==> src/core/usart_pkg.sv <==
// Constants, register map and state codes of the serial port block
//----------------------------------------------------------------------
//----------------------------------------------------------------------
`default_nettype none

package usart_pkg;

  //--------------------------------------------------------------------
  // Register offsets
  //--------------------------------------------------------------------
  localparam logic [2:0] A_TXC = 3'h0;
  localparam logic [2:0] A_RXC = 3'h1;
  localparam logic [2:0] A_BDC = 3'h2;
  localparam logic [2:0] A_DLO = 3'h3;
  localparam logic [2:0] A_DHI = 3'h4;
  localparam logic [2:0] A_TXD = 3'h5;
  localparam logic [2:0] A_RXD = 3'h6;
  localparam logic [2:0] A_STAT = 3'h7;

  //--------------------------------------------------------------------
  // Field positions
  //--------------------------------------------------------------------
  localparam int TXC_CLK_SRC = 7;
  localparam int TXC_NINE = 6;
  localparam int TXC_EN = 5;
  localparam int TXC_SYNC = 4;
  localparam int TXC_BREAK = 3;
  localparam int TXC_HS = 2;
  localparam int TXC_EMPTY = 1;
  localparam int TXC_D9 = 0;
  localparam int RXC_PORT_EN = 7;
  localparam int RXC_NINE = 6;
  localparam int RXC_SINGLE = 5;
  localparam int RXC_CONT = 4;
  localparam int RXC_ADDR = 3;
  localparam int RXC_FRAMING_ERROR = 2;
  localparam int RXC_OVERRUN_ERROR = 1;
  localparam int RXC_D9 = 0;
  localparam int BDC_ROLL = 7;
  localparam int BDC_IDLE = 6;
  localparam int BDC_RXPOL = 5;
  localparam int BDC_TXPOL = 4;
  localparam int BDC_WIDE = 3;
  localparam int BDC_WAKE = 1;
  localparam int BDC_ABD = 0;

  //--------------------------------------------------------------------
  // Reset values and write masks
  //--------------------------------------------------------------------
  localparam logic [7:0] TXC_RESET = 8'h02;
  localparam logic [7:0] RXC_RESET = 8'h00;
  localparam logic [7:0] BDC_RESET = 8'h40;
  localparam logic [7:0] TXC_WMASK = 8'hFD;
  localparam logic [7:0] RXC_WMASK = 8'hF8;
  localparam logic [7:0] BDC_WMASK = 8'hBB;

  //--------------------------------------------------------------------
  // Baud ticks per bit, minus one
  //--------------------------------------------------------------------
  localparam logic [5:0] TPB_LOW_M1 = 6'h3F;
  localparam logic [5:0] TPB_HIGH_M1 = 6'h0F;
  localparam logic [5:0] TPB_FAST_M1 = 6'h03;

  //--------------------------------------------------------------------
  // Frame shapes
  //--------------------------------------------------------------------
  localparam logic [3:0] BITS8 = 4'h8;
  localparam logic [3:0] BITS9 = 4'h9;
  localparam logic [3:0] FRAME8_LEN = 4'hA;
  localparam logic [3:0] FRAME9_LEN = 4'hB;
  localparam logic [3:0] BREAK_LEN = 4'hE;
  localparam logic [13:0] BREAK_FRAME = 14'h2000;
  localparam logic [2:0] ABD_LAST_EDGE = 3'h4;

  //--------------------------------------------------------------------
  // State codes
  //--------------------------------------------------------------------
  typedef enum logic [1:0] {
    TX_IDLE = 2'b01,
    TX_SHIFT = 2'b10
  } tx_state_e;

  typedef enum logic [4:0] {
    RX_IDLE = 5'b00001,
    RX_START = 5'b00010,
    RX_DATA = 5'b00100,
    RX_SYNC = 5'b01000,
    RX_ABD = 5'b10000
  } rx_state_e;

endpackage : usart_pkg

`default_nettype wire

==> src/core/usart_control_and_baud_gen.sv <==
// Serial port control, status, baud generator and line engines
//
// Our own choices: the register offsets and the strobed register port.
`default_nettype none

module usart_control_and_baud_gen (
  // Clock and reset
  input wire logic i_clk,
  input wire logic i_rst,
  // Register port
  input wire logic [2:0] i_addr,
  input wire logic [7:0] i_wdata,
  input wire logic i_wr,
  input wire logic i_rd,
  output logic [7:0] o_rdata,
  // Transmit / clock pin
  input wire logic i_txclk_pin,
  output logic o_txclk_pin,
  output logic o_txclk_oe_n,
  // Receive / data pin
  input wire logic i_rxdat_pin,
  output logic o_rxdat_pin,
  output logic o_rxdat_oe_n,
  // Status
  output logic o_wake,
  output logic o_rx_full,
  output logic o_tx_empty
);

  //--------------------------------------------------------------------
  // State
  //--------------------------------------------------------------------
  typedef struct packed {
    logic [7:0] txc;
    logic [7:0] rxc;
    logic [7:0] bdc;
    logic [7:0] dlo;
    logic [7:0] dhi;
    logic [15:0] baud_generator;
    logic [7:0] tbuf;
    logic tbuf_full;
    usart_pkg::tx_state_e tst;
    logic [13:0] tsh;
    logic [3:0] tcnt;
    logic [5:0] tsub;
    logic tbrk;
    usart_pkg::rx_state_e rst;
    logic [8:0] rsh;
    logic [3:0] rcnt;
    logic [5:0] rsub;
    logic [1:0] smp;
    logic [7:0] rbuf;
    logic rbuf_full;
    logic line_q;
    logic clk_q;
    logic wk_arm;
    logic [8:0] ab_pre;
    logic [15:0] ab_cnt;
    logic [2:0] ab_edges;
    logic ab_run;
    logic [7:0] rdata;
    logic wake;
    logic txclk_pin;
    logic txclk_oe_n;
    logic rxdat_pin;
    logic rxdat_oe_n;
  } state_s;

  state_s s;
  state_s n;

  //--------------------------------------------------------------------
  // Derived conditions
  //--------------------------------------------------------------------
  logic sync;
  logic master;
  logic pen;
  logic go_sync;
  logic [15:0] div;
  logic [5:0] km1;
  logic [5:0] hm;
  logic [3:0] tbits;
  logic [3:0] rbits;
  logic tick;
  logic line;
  logic fall;
  logic rise;
  logic cidle;
  logic c_trail;
  logic maj;
  logic tadv;
  logic radv;
  logic rdec;
  logic rend;
  logic [8:0] sync_sh;

  assign sync = s.txc[usart_pkg::TXC_SYNC];
  assign master = sync & s.txc[usart_pkg::TXC_CLK_SRC];
  assign pen = s.rxc[usart_pkg::RXC_PORT_EN];
  // Continuous wins over single; single only counts as master
  assign go_sync = s.rxc[usart_pkg::RXC_CONT] |
                   (s.rxc[usart_pkg::RXC_SINGLE] & master);
  assign div = s.bdc[usart_pkg::BDC_WIDE] ? {s.dhi, s.dlo}
                                          : {8'h00, s.dlo};

  always_comb begin
    if (sync) begin
      km1 = usart_pkg::TPB_FAST_M1;
    end else if (s.bdc[usart_pkg::BDC_WIDE] && s.txc[usart_pkg::TXC_HS]) begin
      km1 = usart_pkg::TPB_FAST_M1;
    end else if (s.bdc[usart_pkg::BDC_WIDE] || s.txc[usart_pkg::TXC_HS]) begin
      km1 = usart_pkg::TPB_HIGH_M1;
    end else begin
      km1 = usart_pkg::TPB_LOW_M1;
    end
  end

  assign hm = {1'b0, km1[5:1]};
  assign tbits = s.txc[usart_pkg::TXC_NINE] ? usart_pkg::BITS9
                                            : usart_pkg::BITS8;
  assign rbits = s.rxc[usart_pkg::RXC_NINE] ? usart_pkg::BITS9
                                            : usart_pkg::BITS8;
  // Timer runs free; a tick marks n+1 system clocks
  assign tick = (s.baud_generator >= div);
  assign line = i_rxdat_pin ^ (~sync & s.bdc[usart_pkg::BDC_RXPOL]);
  assign fall = s.line_q & ~line;
  assign rise = ~s.line_q & line;
  assign cidle = s.bdc[usart_pkg::BDC_TXPOL];
  assign c_trail = (s.clk_q != cidle) && (i_txclk_pin == cidle);
  // Two earlier samples plus the live one
  assign maj = (s.smp[0] & s.smp[1]) | (s.smp[0] & line) |
               (s.smp[1] & line);
  assign tadv = sync ? (master ? (tick && s.tsub == 6'h01) : c_trail)
                     : (tick && s.tsub == km1);
  assign radv = master ? (tick && s.rsub == 6'h01) : c_trail;
  assign rdec = tick && (s.rsub == 6'(hm + 6'h02));
  assign rend = tick && (s.rsub == km1);
  assign sync_sh = {i_rxdat_pin, s.rsh[8:1]};

  //--------------------------------------------------------------------
  // Character hand-off to the receive buffer
  //--------------------------------------------------------------------
  function automatic state_s deliver(input state_s st,
                                     input logic [8:0] sh,
                                     input logic stop_ok,
                                     input logic is_sync);
    state_s r;
    logic [7:0] d;
    logic b9;
    r = st;
    d = st.rxc[usart_pkg::RXC_NINE] ? sh[7:0] : sh[8:1];
    b9 = st.rxc[usart_pkg::RXC_NINE] & sh[8];
    if (!is_sync && st.rxc[usart_pkg::RXC_NINE] &&
        st.rxc[usart_pkg::RXC_ADDR] && !b9) begin
      r.rbuf_full = st.rbuf_full;
    end else if (st.rbuf_full) begin
      r.rxc[usart_pkg::RXC_OVERRUN_ERROR] = 1'b1;
    end else begin
      r.rbuf = d;
      r.rxc[usart_pkg::RXC_D9] = b9;
      r.rxc[usart_pkg::RXC_FRAMING_ERROR] = ~stop_ok;
      r.rbuf_full = 1'b1;
    end
    return r;
  endfunction : deliver

  //--------------------------------------------------------------------
  // Next state
  //--------------------------------------------------------------------
  always_comb begin
    n = s;
    n.wake = 1'b0;
    n.rdata = 8'h00;
    n.line_q = line;
    n.clk_q = i_txclk_pin;
    n.baud_generator = tick ? 16'h0000 : 16'(s.baud_generator + 16'h0001);

    // Software writes; hardware updates below win over them
    if (i_wr) begin
      case (i_addr)
        usart_pkg::A_TXC: begin
          n.txc = (s.txc & ~usart_pkg::TXC_WMASK) |
                  (i_wdata & usart_pkg::TXC_WMASK);
        end
        usart_pkg::A_RXC: begin
          n.rxc = (s.rxc & ~usart_pkg::RXC_WMASK) |
                  (i_wdata & usart_pkg::RXC_WMASK);
          if (!i_wdata[usart_pkg::RXC_CONT]) begin
            n.rxc[usart_pkg::RXC_OVERRUN_ERROR] = 1'b0;
          end
        end
        usart_pkg::A_BDC: begin
          n.bdc = (s.bdc & ~usart_pkg::BDC_WMASK) |
                  (i_wdata & usart_pkg::BDC_WMASK);
        end
        usart_pkg::A_DLO: begin
          n.dlo = i_wdata;
          n.baud_generator = 16'h0000;
        end
        usart_pkg::A_DHI: begin
          n.dhi = i_wdata;
          n.baud_generator = 16'h0000;
        end
        usart_pkg::A_TXD: begin
          if (!s.tbuf_full) begin
            n.tbuf = i_wdata;
            n.tbuf_full = 1'b1;
          end
        end
        default: begin
        end
      endcase
    end

    if (i_rd) begin
      case (i_addr)
        usart_pkg::A_TXC: n.rdata = s.txc;
        usart_pkg::A_RXC: n.rdata = s.rxc;
        usart_pkg::A_BDC: n.rdata = s.bdc;
        usart_pkg::A_DLO: n.rdata = s.dlo;
        usart_pkg::A_DHI: n.rdata = s.dhi;
        usart_pkg::A_RXD: begin
          n.rdata = s.rbuf;
          n.rbuf_full = 1'b0;
        end
        usart_pkg::A_STAT: n.rdata = {6'h00, s.rbuf_full, s.tbuf_full};
        default: n.rdata = 8'h00;
      endcase
    end

    //------------------------------------------------------------------
    // Transmit engine
    //------------------------------------------------------------------
    case (s.tst)
      usart_pkg::TX_IDLE: begin
        if (pen && s.txc[usart_pkg::TXC_EN] && s.tbuf_full &&
            !(sync && go_sync)) begin
          n.tbuf_full = 1'b0;
          n.tst = usart_pkg::TX_SHIFT;
          n.tsub = 6'h00;
          n.tbrk = 1'b0;
          if (sync) begin
            n.tsh = {5'h00, s.txc[usart_pkg::TXC_D9], s.tbuf};
            n.tcnt = tbits;
          end else if (s.txc[usart_pkg::TXC_BREAK]) begin
            n.tsh = usart_pkg::BREAK_FRAME;
            n.tcnt = usart_pkg::BREAK_LEN;
            n.tbrk = 1'b1;
          end else if (s.txc[usart_pkg::TXC_NINE]) begin
            n.tsh = {4'hF, s.txc[usart_pkg::TXC_D9], s.tbuf, 1'b0};
            n.tcnt = usart_pkg::FRAME9_LEN;
          end else begin
            n.tsh = {5'h1F, s.tbuf, 1'b0};
            n.tcnt = usart_pkg::FRAME8_LEN;
          end
        end
      end
      usart_pkg::TX_SHIFT: begin
        if (tick) begin
          n.tsub = (s.tsub == km1) ? 6'h00 : 6'(s.tsub + 6'h01);
        end
        if (sync && go_sync) begin
          n.tst = usart_pkg::TX_IDLE;
        end else if (tadv) begin
          n.tsh = {1'b1, s.tsh[13:1]};
          n.tcnt = 4'(s.tcnt - 4'h1);
          if (s.tcnt == 4'h1) begin
            n.tst = usart_pkg::TX_IDLE;
            if (s.tbrk) begin
              n.txc[usart_pkg::TXC_BREAK] = 1'b0;
            end
          end
        end
      end
      default: n.tst = usart_pkg::TX_IDLE;
    endcase

    //------------------------------------------------------------------
    // Receive engine
    //------------------------------------------------------------------
    case (s.rst)
      usart_pkg::RX_IDLE: begin
        if (!pen) begin
          n.rst = usart_pkg::RX_IDLE;
        end else if (sync) begin
          if (go_sync) begin
            n.rst = usart_pkg::RX_SYNC;
            n.rsub = 6'h00;
            n.rcnt = rbits;
          end
        end else if (s.bdc[usart_pkg::BDC_ABD]) begin
          // A start edge in the arming cycle still counts
          n.rst = usart_pkg::RX_ABD;
          n.ab_run = fall;
          n.ab_pre = 9'h000;
          n.ab_cnt = 16'h0000;
          n.ab_edges = fall ? 3'h1 : 3'h0;
        end else if (s.bdc[usart_pkg::BDC_WAKE]) begin
          if (fall) begin
            n.wake = 1'b1;
            n.wk_arm = 1'b1;
          end
          if (rise && s.wk_arm) begin
            n.bdc[usart_pkg::BDC_WAKE] = 1'b0;
            n.wk_arm = 1'b0;
          end
        end else if (s.rxc[usart_pkg::RXC_CONT] &&
                     !s.rxc[usart_pkg::RXC_OVERRUN_ERROR] && fall) begin
          n.rst = usart_pkg::RX_START;
          n.rsub = 6'h00;
        end
      end
      usart_pkg::RX_START, usart_pkg::RX_DATA: begin
        if (tick) begin
          n.rsub = (s.rsub == km1) ? 6'h00 : 6'(s.rsub + 6'h01);
          if (s.rsub == hm) begin
            n.smp[0] = line;
          end
          if (s.rsub == 6'(hm + 6'h01)) begin
            n.smp[1] = line;
          end
        end
        if (sync || !s.rxc[usart_pkg::RXC_CONT]) begin
          n.rst = usart_pkg::RX_IDLE;
        end else if (s.rst == usart_pkg::RX_START) begin
          if (rdec && maj) begin
            n.rst = usart_pkg::RX_IDLE;
          end else if (rend) begin
            n.rst = usart_pkg::RX_DATA;
            n.rcnt = rbits;
          end
        end else if (rdec) begin
          if (s.rcnt != 4'h0) begin
            n.rsh = {maj, s.rsh[8:1]};
            n.rcnt = 4'(s.rcnt - 4'h1);
          end else begin
            n = deliver(n, s.rsh, maj, 1'b0);
            n.rst = usart_pkg::RX_IDLE;
          end
        end
      end
      usart_pkg::RX_SYNC: begin
        if (tick) begin
          n.rsub = (s.rsub == km1) ? 6'h00 : 6'(s.rsub + 6'h01);
        end
        if (!sync || !go_sync) begin
          n.rst = usart_pkg::RX_IDLE;
        end else if (radv) begin
          n.rsh = sync_sh;
          n.rcnt = 4'(s.rcnt - 4'h1);
          if (s.rcnt == 4'h1) begin
            n = deliver(n, sync_sh, 1'b1, 1'b1);
            n.rcnt = rbits;
            if (!s.rxc[usart_pkg::RXC_CONT]) begin
              n.rxc[usart_pkg::RXC_SINGLE] = 1'b0;
              n.rst = usart_pkg::RX_IDLE;
            end
          end
        end
      end
      usart_pkg::RX_ABD: begin
        if (sync || !s.bdc[usart_pkg::BDC_ABD]) begin
          n.rst = usart_pkg::RX_IDLE;
        end else begin
          // Counts units of eight times km1+1 system clocks; eight bits span the field
          if (s.ab_run) begin
            if (s.ab_pre == {km1, 3'h7}) begin
              n.ab_pre = 9'h000;
              n.ab_cnt = 16'(s.ab_cnt + 16'h0001);
              if (s.ab_cnt == 16'hFFFF) begin
                n.bdc[usart_pkg::BDC_ROLL] = 1'b1;
              end
            end else begin
              n.ab_pre = 9'(s.ab_pre + 9'h001);
            end
          end
          if (fall) begin
            n.ab_edges = 3'(s.ab_edges + 3'h1);
            n.ab_run = 1'b1;
            if (s.ab_edges == usart_pkg::ABD_LAST_EDGE) begin
              // Unit completing on the last edge is counted
              {n.dhi, n.dlo} = 16'(n.ab_cnt - 16'h0001);
              n.bdc[usart_pkg::BDC_ABD] = 1'b0;
              n.rst = usart_pkg::RX_IDLE;
              n.baud_generator = 16'h0000;
            end
          end
        end
      end
      default: n.rst = usart_pkg::RX_IDLE;
    endcase

    //------------------------------------------------------------------
    // Port disable and status
    //------------------------------------------------------------------
    if (!pen) begin
      n.tst = usart_pkg::TX_IDLE;
      n.rst = usart_pkg::RX_IDLE;
      n.tbuf_full = 1'b0;
      n.rbuf_full = 1'b0;
      n.rxc[usart_pkg::RXC_FRAMING_ERROR] = 1'b0;
      n.rxc[usart_pkg::RXC_OVERRUN_ERROR] = 1'b0;
      n.wk_arm = 1'b0;
    end
    n.txc[usart_pkg::TXC_EMPTY] = (n.tst == usart_pkg::TX_IDLE);
    n.bdc[usart_pkg::BDC_IDLE] = (n.rst == usart_pkg::RX_IDLE);

    //------------------------------------------------------------------
    // Pins
    //------------------------------------------------------------------
    if (!pen) begin
      n.txclk_oe_n = 1'b1;
      n.txclk_pin = 1'b1;
      n.rxdat_oe_n = 1'b1;
      n.rxdat_pin = 1'b1;
    end else if (!sync) begin
      n.txclk_oe_n = 1'b0;
      n.txclk_pin = (n.tst == usart_pkg::TX_SHIFT) ? (n.tsh[0] ^ cidle)
                                                   : ~cidle;
      n.rxdat_oe_n = 1'b1;
      n.rxdat_pin = 1'b1;
    end else begin
      // Clock is active in the first half of each four-tick bit
      n.txclk_oe_n = ~master;
      n.txclk_pin = (((n.tst == usart_pkg::TX_SHIFT) &&
                      (n.tsub[5:1] == 5'h00)) ||
                     ((n.rst == usart_pkg::RX_SYNC) &&
                      (n.rsub[5:1] == 5'h00))) ? ~cidle : cidle;
      n.rxdat_oe_n = ~(n.tst == usart_pkg::TX_SHIFT);
      n.rxdat_pin = n.tsh[0];
    end
  end

  //--------------------------------------------------------------------
  // Registers
  //--------------------------------------------------------------------
  always_ff @(posedge i_clk) begin
    if (i_rst) begin
      s <= '{txc: usart_pkg::TXC_RESET, rxc: usart_pkg::RXC_RESET,
             bdc: usart_pkg::BDC_RESET, tst: usart_pkg::TX_IDLE,
             rst: usart_pkg::RX_IDLE, line_q: 1'b1, txclk_pin: 1'b1,
             txclk_oe_n: 1'b1, rxdat_pin: 1'b1, rxdat_oe_n: 1'b1,
             tsh: 14'h3FFF, default: '0};
    end else begin
      s <= n;
    end
  end

  assign o_rdata = s.rdata;
  assign o_txclk_pin = s.txclk_pin;
  assign o_txclk_oe_n = s.txclk_oe_n;
  assign o_rxdat_pin = s.rxdat_pin;
  assign o_rxdat_oe_n = s.rxdat_oe_n;
  assign o_wake = s.wake;
  assign o_rx_full = s.rbuf_full;
  assign o_tx_empty = ~s.tbuf_full;

endmodule : usart_control_and_baud_gen

`default_nettype wire

==> config.mk <==
export PLATFORM = sky130hd
export DESIGN_NAME = usart_control_and_baud_gen
export DESIGN_NICKNAME = d
export VERILOG_FILES = /design/src/core/usart_pkg.sv /design/src/core/usart_control_and_baud_gen.sv
export SDC_FILE = /design/constraint.sdc
export NUM_CORES = 1
export LEC_CHECK = 0
export ABC_AREA = 1
export BUFFER_PORTS_ARGS = -buffer_cell sky130_fd_sc_hd__buf_2
export CELL_PAD_IN_SITES_DETAIL_PLACEMENT = 0
export CELL_PAD_IN_SITES_GLOBAL_PLACEMENT = 2
export CORE_ASPECT_RATIO = 0.6
export CORE_MARGIN = 4
export CORE_UTILIZATION = 36
export DETAILED_ROUTE_END_ITERATION = 10
export HOLD_SLACK_MARGIN = 0.15
export PLACE_DENSITY = 0.81
export SLEW_MARGIN = 0
export SYNTH_ARGS = -nofsm -noshare
export SYNTH_HDL_FRONTEND = slang
export SYNTH_SLANG_ARGS = --single-unit
export TNS_END_PERCENT = 100
==> constraint.sdc <==
create_clock -name i_clk -period 3.6 [get_ports i_clk]
set_clock_uncertainty 0.05 [all_clocks]
set_input_delay 0.72 -clock i_clk [delete_from_list [all_inputs] [get_ports i_clk]]
set_output_delay 0.72 -clock i_clk [all_outputs]
set_load 0.02 [all_outputs]
## Yosys cells after proc, flatten, opt, wreduce, memory -nomap -nowiden

Cells that the tools add are included.

- Flip-flop bits (word level): 172

- $add $sub $neg: 11
- Order comparisons: 1
- Equality and inequality tests: 59
- Muxes and demuxes: 154
- Bitwise logic cells: 30
- Reductions and logical operators: 52

Operators by type and width:

| kind | number |
|---|---|
| $mux W162 | 2 |
| $mux W159 | 1 |
| $mux W79 | 2 |
| $mux W75 | 2 |
| $pmux W29 S4 | 1 |
| $mux W33 | 3 |
| $pmux W33 S3 | 1 |
| $mux W84 | 1 |
| $mux W82 | 1 |
| $mux W8 | 10 |
| $mux W25 | 3 |
| $mux W5 | 15 |
| $pmux W36 S2 | 1 |
| $mux W6 | 11 |
| $mux W65 | 1 |
| $mux W16 | 4 |
| $mux W62 | 1 |
| $mux W20 | 3 |
| $mux W30 | 2 |
| $mux W29 | 2 |
| $mux W28 | 2 |
| $pmux W8 S7 | 1 |
| $mux W18 | 3 |
| $mux W54 | 1 |
| 69 further kinds | 233 |

## Longest topological paths before layout

Gate-level depths: netlist (run 1).

- Depth in word-level cells: 23
- Depth in mapped cells: 24

## Worst setup path before layout (run 1)

No wires, ideal clock.

- Path kind: reg-to-reg
- From: reg s[151] (netlist bit)
- To: reg s, in the netlist o_txclk_pin
- Setup time: 0.131 ns
- Arrival time: 2.423 ns
- Data required time: 3.419 ns
- Slack: 0.996 ns
- Cell stages (with the launch flop): 18
- Clock period less this slack: 2.604 ns
- Path through: dfxtp_1 buf_6 nand2_1 ha_1 a21oi_1 o21ai_0 nor2_1 nand2_1 buf_4 buf_4 o21ai_0 a21oi_1 nor2_1 nand3_1 nand3_1 nand2_1 nand2_1 nand3_1

- Longest elaborated chain between the ends: 23
- Elaborated cells between the ends (all ways): 63
- Those cells by class: 1 x add/sub; 1 x order compare; 5 x eq/ne; 42 x mux; 1 x bitwise; 13 x reduce/logical

Ends and longest elaborated chain:

| item | RTL line | text |
|---|---|---|
| from (decl) | usart_control_and_baud_gen.sv:69 | `state_s s;` |
| from (signal assigned) | usart_control_and_baud_gen.sv:439 | `s <= '{txc: usart_pkg::TXC_RESET, rxc: usart_pkg::RXC_RESET,` |
| from (signal assigned) | usart_control_and_baud_gen.sv:445 | `s <= n;` |
| branches (longest 22 deep; another with $ge A16 B16 Y1) | - |  |
| $mux W4 * | usart_control_and_baud_gen.sv:416 | `end else if (!sync) begin` |

Every way passes the cells marked *. The select of a mux whose other input is x is not followed.
A chain may end at the register's enable or synchronous reset.

## Worst setup path after layout (run 1)

- From: reg s[151] (netlist bit)
- To: reg s[138] (netlist bit)

- Longest elaborated chain between the ends: 14
- Elaborated cells between the ends (all ways): 27
- Those cells by class: 2 x add/sub; 1 x order compare; 2 x eq/ne; 18 x mux; 4 x reduce/logical

Ends and longest elaborated chain:

| item | RTL line | text |
|---|---|---|
| $logic_or A1 B1 Y1 | usart_control_and_baud_gen.sv:111 | `end else if (s.bdc[usart_pkg::BDC_WIDE] \|\| s.txc[usart_pkg::TXC_HS]) begin` |
| $mux W6 | usart_control_and_baud_gen.sv:111 |  |
| $mux W6 | usart_control_and_baud_gen.sv:109 | `end else if (s.bdc[usart_pkg::BDC_WIDE] && s.txc[usart_pkg::TXC_HS]) begin` |
| $mux W6 | usart_control_and_baud_gen.sv:107 | `if (sync) begin` |
| $eq A9 B9 Y1 | usart_control_and_baud_gen.sv:367 | `if (s.ab_pre == {km1, 3'h7}) begin` |
| $mux W16 | usart_control_and_baud_gen.sv:367 |  |
| $mux W25 | usart_control_and_baud_gen.sv:366 | `if (s.ab_run) begin` |
| $mux W25 | usart_control_and_baud_gen.sv:362 | `if (sync \|\| !s.bdc[usart_pkg::BDC_ABD]) begin` |
| $mux W25 | usart_control_and_baud_gen.sv:281 | `case (s.rst)` |
| $sub A16 B1 Y16 | usart_control_and_baud_gen.sv:382 | `{n.dhi, n.dlo} = 16'(n.ab_cnt - 16'h0001);` |
| $mux W33 | usart_control_and_baud_gen.sv:380 | `if (s.ab_edges == usart_pkg::ABD_LAST_EDGE) begin` |
| $mux W33 | usart_control_and_baud_gen.sv:377 | `if (fall) begin` |
| $mux W33 | usart_control_and_baud_gen.sv:362 |  |
| $pmux W33 S3 * | usart_control_and_baud_gen.sv:281 |  |

Mark *: on every way between the ends. The rest lies on a longest branch, timed or not. The select of a mux whose other input is x is not followed.

==> run_results.csv, run 1 <==
group,metric,value,unit
floorplan,initial_utilization,0.372,
cts,post_cts.resized_instances,0,
worst_hold_path,worst_hold_path_depth,1,
sta,finalMaxSlewViolations,0,
sta,timing.final.hold_violations,0,
synth,synth.yosys.seq_area_share,0.329,
critical_path,worst_r2r_startpoint,"s[151]",
finish,nets,1643,
cts,ctsHoldBuffers,0,
routing,first_pass_iters,5,
finish,fin_cells,1970,
sta,setup_repair_after_global_routing_missed_its_margin,"false",
routing,routed_wire_length_per_instance,18.4,µm
sta,layout_min_cycle_time,3.23,ns
worst_hold_path,worst_hold_path.endpoint,"s[167]",
worst_hold_path,worstHoldPathType,"flip-flop to flip-flop",
sta,totalNegativeSetupSlack,0,ns
placed_design,port_buffers,31,
critical_path,biggest_fanout_along_the_worst_timing_path,9,
synth,synth-main-ff-cell,"sky130_fd_sc_hd__dfxtp_1",
routing,via_count,10300,
cts,cts_tree,"yes",
critical_path,worst_ep_arrival_time,3.53,ns
critical_path,critical_path.reg2reg.endpoint,"s[138]",
synth,postSynthRegisterBits,171,
grt,antenna_found_initial,0,
floorplan,io_pins,32,
critical_path,worstSetupPathType,"flip-flop to flip-flop",
critical_path,rrSetupSlack,0.37,ns
finish,post-route-util,0.413,
grt,first_global_vias,9218,
routing,drt_drc_violations_left,0,
sta,min_period_over_period,0.898,
cts,clock_path_buffers,2,
routing,routed_via_density,5.25,
floorplan,die-width,227,µm
placed_design,dp_hpwl,27900,µm
sta,relSlewSlack,0.496,
cts,post-cts-setup-buffer-count,0,
critical_path,required_time_of_the_critical_path,3.90,ns
routing,antenna_viol_nets_final,0,
flow_run,cap_viol_max_count,0,
sta,upper_clock_frequency_limit,309,MHz
outcome,status,"finished, final reports clean",
floorplan,placementRows,47,
pwr,design_power_total,4.18,mW
critical_path,rr_worst_depth,18,
sta,max_slew.worst_pin.slew,0.753,ns
routing,totalWireLength,36300,µm
finish,top_library_cells_by_usage_in_the_layout_fill_and_taps_aside,"348 x sky130_fd_sc_hd__nand2_1, 205 x sky130_fd_sc_hd__inv_1, 171 x sky130_fd_sc_hd__nor2_1, 171 x sky130_fd_sc_hd__dfxtp_1, 149 x sky130_fd_sc_hd__a21oi_1",
synth,post_synth_instance_area,10400,µm²
floorplan,fp.dieH,140,µm
finish,area_delta_synth_final,11.2,%
synth,synth.distinct_cells,62,
pwr,peak_supply_drop,0.301,mV
synth,synth_fp_nets,1617,
floorplan,core_region_area,28000,µm²
finish,post_route_cells_drive_above_1_share,0.0998,
grt,wire_length_of_the_first_global_routing_pass,55900,µm
routing,dr.first_iter.drc_count,1146,
finish,insertedDiodeCount,0,
cts,cts_made_buffers,17,
placed_design,numPlacedInstances,1940,
cts,clock-sinks,171,
grt,grt.total_usage,0.228,
finish,mostFrequentLayoutCell,"sky130_fd_sc_hd__nand2_1",
cts,path_clk_slew,0.07,ns
cts,clockRootBuffer,"sky130_fd_sc_hd__clkbuf_16",
pwr,pwr_density_cell,362,nW/µm²
pwr,static-leakage-power,4.71,nW
synth,synth_area_per_cell,6.64,µm²
sta,setup_viol,0,
critical_path,start_kind,"flip-flop",
synth,synth_cells,1566,
placed_design,gpl.final_weighted_congestion,0.940,
cts,clk-insertion-delay-late,0.45,ns
worst_hold_path,worst_hold_startpoint,"s[80]",
synth,yosys_warnings,0,
grt,pin_count_of_the_biggest_net_entering_global_routing,42,
grt,final_global_route_overflow_total,0,
cts,h-tree-depth,4,
floorplan,die_area,31800,µm²
synth,post_synth_edffs,0,
synth,synth_async_sr_flop_share,0,
critical_path,endpoint_kind_of_the_worst_setup_timing_path,"flip-flop",
cell type report:
class,instances,area (µm²)
Clock buffer,21,470
Clock inverter,9,135
Fill cell,2981,16400
Inverter,221,841
Multi-Input combinational cell,1123,5870
Sequential cell,171,3420
Tap cell,367,459
Timing Repair Buffer,58,360
how the worst max path moves through the flow:
stage / start / end / slack, ns / cells after the start
floorplan: s[151] / o_txclk_pin / 1.0 / 17
global placement: i_rxdat_pin / s[128] / 0.36 / 12
detailed placement: i_rxdat_pin / s[128] / 0.41 / 12
CTS: s[151] / s[138] / 0.40 / 18
global route: s[151] / s[89] / 0.09 / 16
finish: s[151] / s[138] / 0.37 / 18
power by group:
| part | leakage [nW] | switching [mW] | internal, mW |
|---|---|---|---|
| clock network | 0.300 | 0.843 | 1.15 |
| logic | 3.03 | 0.195 | 0.0719 |
| registers | 1.38 | 0.0163 | 1.91 |
cell families after synthesis:
| logic type | Yosys count | share of synthesized area |
|---|---|---|
| buffers and inverters | 272 | 0.106 |
| adder cells (fa/ha/maj) | 34 | 0.0409 |
| AND/OR/NAND/NOR | 713 | 0.306 |
| AO/OA/AOI/OAI | 346 | 0.192 |
| XOR/XNOR | 30 | 0.0260 |
| flip-flops | 171 | 0.329 |
state kept, by name, summed over array words and instances (netlist names):
register and cells:
o_rxdat_pin 1, o_txclk_pin 1, pen 1, o_wake 1
o_txclk_oe_n 1, o_rxdat_oe_n 1, o_rx_full 1, cidle 1
o_rdata 8, s 155
synth_stat cells (all sizes together), types with 3 or more instances:
library cell	instances	area, µm²
xor2	23	209
a21oi	153	788
nor4	4	25.0
o21ai	117	604
a211oi	7	57.6
ha	34	425
o22ai	5	31.3
o221ai	3	26.3
nor3	41	239
o21bai	3	22.5
clkbuf	24	90.1
or2	4	25.0
o2111ai	3	26.3
a2111oi	4	35.0
nand2	362	1410
nor2	191	811
a31oi	8	50.1
dfxtp	171	3420
nand3	77	425
nand4	27	196
o211ai	4	30.0
xnor2	7	61.3
buf	27	171
inv	219	832
nor3b	4	30.0
a221oi	16	140
a22oi	4	30.0
o31ai	11	87.6
critical path: stages (launching register included):
cell,delay (ns)
sky130_fd_sc_hd__dfxtp_1,0.42
sky130_fd_sc_hd__buf_4,0.22
sky130_fd_sc_hd__nand2_1,0.08
sky130_fd_sc_hd__nand2_2,0.12
sky130_fd_sc_hd__buf_4,0.19
sky130_fd_sc_hd__o21ai_1,0.10
sky130_fd_sc_hd__nor2_2,0.13
sky130_fd_sc_hd__nand3_4,0.15
sky130_fd_sc_hd__xor2_2,0.36
sky130_fd_sc_hd__ha_1,0.24
sky130_fd_sc_hd__nand2_1,0.11
sky130_fd_sc_hd__nor2_2,0.16
sky130_fd_sc_hd__nand2_1,0.16
sky130_fd_sc_hd__nor2_4,0.14
sky130_fd_sc_hd__nand3_1,0.15
sky130_fd_sc_hd__nand2_1,0.10
sky130_fd_sc_hd__nand2_1,0.05
sky130_fd_sc_hd__o21ai_1,0.15
sky130_fd_sc_hd__inv_1,0.05
metal layers:
layer / wire, µm / GRT usage / vias to the layer above
met3: 2820 / 0.0410 / 25
met4: 306 / 0.0465 / 0
li1: - / - / 5200
met5: 0 / 0 / -
met1: 19800 / 0.389 / 4755
met2: 13400 / 0.285 / 359
per-stage QoR:
stage	setup slack [ns]	hold WS [ns]	instance area [µm²]
global placement	0.360	0.380	11000
global route	0.0854	0.418	11600
finish	0.368	0.402	11600
detailed placement	0.405	0.389	11000
floorplan	0.996	0.367	10400
CTS	0.398	0.405	11600
(Power assumes the default switching activity.)
==> run 2, diff against run 1 <==
- CELL_PAD_IN_SITES_GLOBAL_PLACEMENT: 2 -> 1
- CORE_UTILIZATION: 36 -> 45
- PLACE_DENSITY: 0.81 -> 0.8
- SLEW_MARGIN: 0 -> 40
==> run_results.csv, run 2 (synthesis gave the netlist of run 1 again) <==
group,metric,value,unit
finish,top_library_cells_by_usage_in_the_layout_fill_and_taps_aside,"348 x sky130_fd_sc_hd__nand2_1, 205 x sky130_fd_sc_hd__inv_1, 171 x sky130_fd_sc_hd__nor2_1",
cts,clk-insertion-delay-late,0.45,ns
finish,nets,1641,
pwr,pwr_density_cell,363,nW/µm²
grt,grt.total_usage,0.261,
placed_design,numPlacedInstances,1879,
critical_path,worstSetupPathType,"flip-flop to flip-flop",
critical_path,worst_ep_arrival_time,3.59,ns
pwr,power_switching,1.02,mW
grt,final_global_route_overflow_total,0,
worst_hold_path,worst_hold_path_depth,1,
floorplan,die_area,25700,µm²
finish,largest_register_ffs,155,
pwr,power_switching_share,0.245,
critical_path,endpoint_kind_of_the_worst_setup_timing_path,"flip-flop",
sta,setup_viol,0,
floorplan,fp.dieH,126,µm
critical_path,required_time_of_the_critical_path,3.88,ns
finish,mostFrequentLayoutCell,"sky130_fd_sc_hd__nand2_1",
placed_design,port_buffers,31,
sta,upper_clock_frequency_limit,303,MHz
critical_path,start_kind,"flip-flop",
sta,totalNegativeSetupSlack,0,ns
pwr,share_of_power_burned_in_registers,0.461,
finish,registers.top_by_ff_count,"s",
critical_path,rr_worst_depth,17,
worst_hold_path,worst_hold_path.endpoint,"s[167]",
cts,cts_tree,"yes",
cts,clockRootBuffer,"sky130_fd_sc_hd__clkbuf_16",
grt,antenna_found_initial,0,
grt,wire_length_of_the_first_global_routing_pass,52900,µm
floorplan,placementRows,42,
sta,min_period_over_period,0.918,
sta,max_slew.worst_pin.slew,0.855,ns
sta,layout_min_cycle_time,3.30,ns
grt,pin_count_of_the_biggest_net_entering_global_routing,56,
cts,h-tree-depth,4,
floorplan,io_pins,32,
flow_run,cap_viol_max_count,0,
critical_path,critical_path.reg2reg.endpoint,"s[77]",
sta,relSlewSlack,0.424,
cts,clock-sinks,171,
pwr,peak_supply_drop,0.320,mV
finish,post_route_cells_drive_above_1_share,0.0998,
sta,timing.final.hold_violations,0,
routing,dr.first_iter.drc_count,900,
placed_design,dp_hpwl,25700,µm
routing,routed_via_density,5.40,
floorplan,initial_utilization,0.465,
finish,area_delta_synth_final,10.6,%
pwr,static-leakage-power,4.71,nW
routing,first_pass_iters,6,
cts,clock_path_buffers,2,
finish,fin_cells,1911,
floorplan,core_region_area,22400,µm²
critical_path,worst_r2r_startpoint,"s[147]",
finish,insertedDiodeCount,0,
grt,first_global_vias,9230,
sta,timing.hold.ws,0.395,ns
sta,setup_repair_after_global_routing_missed_its_margin,"false",
outcome,status,"finished, final reports clean",
worst_hold_path,worstHoldPathType,"flip-flop to flip-flop",
routing,totalWireLength,33600,µm
pwr,pwr-share-comb,0.061,
sta,timing.final.ws_setup,0.296,ns
critical_path,rrSetupSlack,0.30,ns
placed_design,gpl.final_weighted_congestion,0.961,
placed_design,preCtsSetupSlack,0.272,ns
cts,post-cts-setup-buffer-count,0,
pwr,clock_power_share,0.478,
pwr,internal_power,3.15,mW
floorplan,die-width,204,µm
routing,antenna_viol_nets_final,0,
cts,cts_made_buffers,17,
cts,path_clk_slew,0.07,ns
worst_hold_path,worst_hold_startpoint,"s[80]",
routing,drt_drc_violations_left,0,
routing,routed_wire_length_per_instance,17.6,µm
critical_path,biggest_fanout_along_the_worst_timing_path,11,
routing,via_count,10300,
sta,finalMaxSlewViolations,0,
-- run 2: per-layer routing --
metal	track usage	vias up	share of wire
met5	0	-	0
li1	-	5195	-
met3	0.0835	36	0.10
met2	0.332	407	0.36
met1	0.417	4679	0.52
met4	0.0567	0	0.014
-- run 2: worst max-delay path by stage --
stage          startpoint  slack, ns          end
3_3_place_gp       s[151]       0.34        s[88]
5_1_grt            s[147]       0.03        s[88]
6_report           s[147]       0.30        s[77]
3_5_place_dp       s[151]       0.27        s[88]
4_1_cts            s[151]       0.25        s[88]
2_1_floorplan      s[151]        1.0  o_txclk_pin
-- run 2: cell type report --
cell class                 instances  area [µm²]
inverter                         221         841
multi-input combinational       1123        5870
timing repair buffer              56         358
fill                            2311       10900
clock inverter                    12         170
sequential                       171        3420
clock buffer                      20         447
tap                              308         385
-- run 2: what timing repair did --
| action | CTS | global route |
|---|---|---|
| endpoints found under the setup margin | 0 | 3 |
| resized for setup | 0 | 1 |
| hold buffers | 0 | 0 |
-- run 2: power groups by stage --
stage,registers (mW),clock network (mW),logic [mW]
after global routing,1.93,2.11,0.279
after CTS,1.93,2.03,0.250
after detailed placement,1.97,0,0.248
final,1.93,2.00,0.256
after floorplan,1.96,0,0.162
after global placement,1.97,0,0.248
-- run 2: worst max-delay path, stage by stage (launching register included) --
cell                       delay, ns
sky130_fd_sc_hd__dfxtp_1        0.32
sky130_fd_sc_hd__inv_1          0.08
sky130_fd_sc_hd__ha_1           0.29
sky130_fd_sc_hd__nand2_1        0.05
sky130_fd_sc_hd__inv_1          0.08
sky130_fd_sc_hd__nand2_1        0.08
sky130_fd_sc_hd__nor2_1         0.12
sky130_fd_sc_hd__nor2_1         0.05
sky130_fd_sc_hd__nand2_1        0.12
sky130_fd_sc_hd__nand2_1        0.20
sky130_fd_sc_hd__nand2_1        0.35
sky130_fd_sc_hd__nand2_1        0.30
sky130_fd_sc_hd__nor2_1         0.25
sky130_fd_sc_hd__inv_1          0.12
sky130_fd_sc_hd__o21ai_0        0.39
sky130_fd_sc_hd__o221ai_1       0.17
sky130_fd_sc_hd__o211ai_1       0.11
sky130_fd_sc_hd__nor2_1         0.05
-- run 2: per-stage QoR --
stage,util,instance area (µm²),total power [mW]
final,0.514,11500,4.18
after global routing,0.514,11500,4.31
after detailed placement,0.486,10900,2.22
after floorplan,-,10400,2.12
after global placement,0.486,10900,2.22
after CTS,0.514,11500,4.21
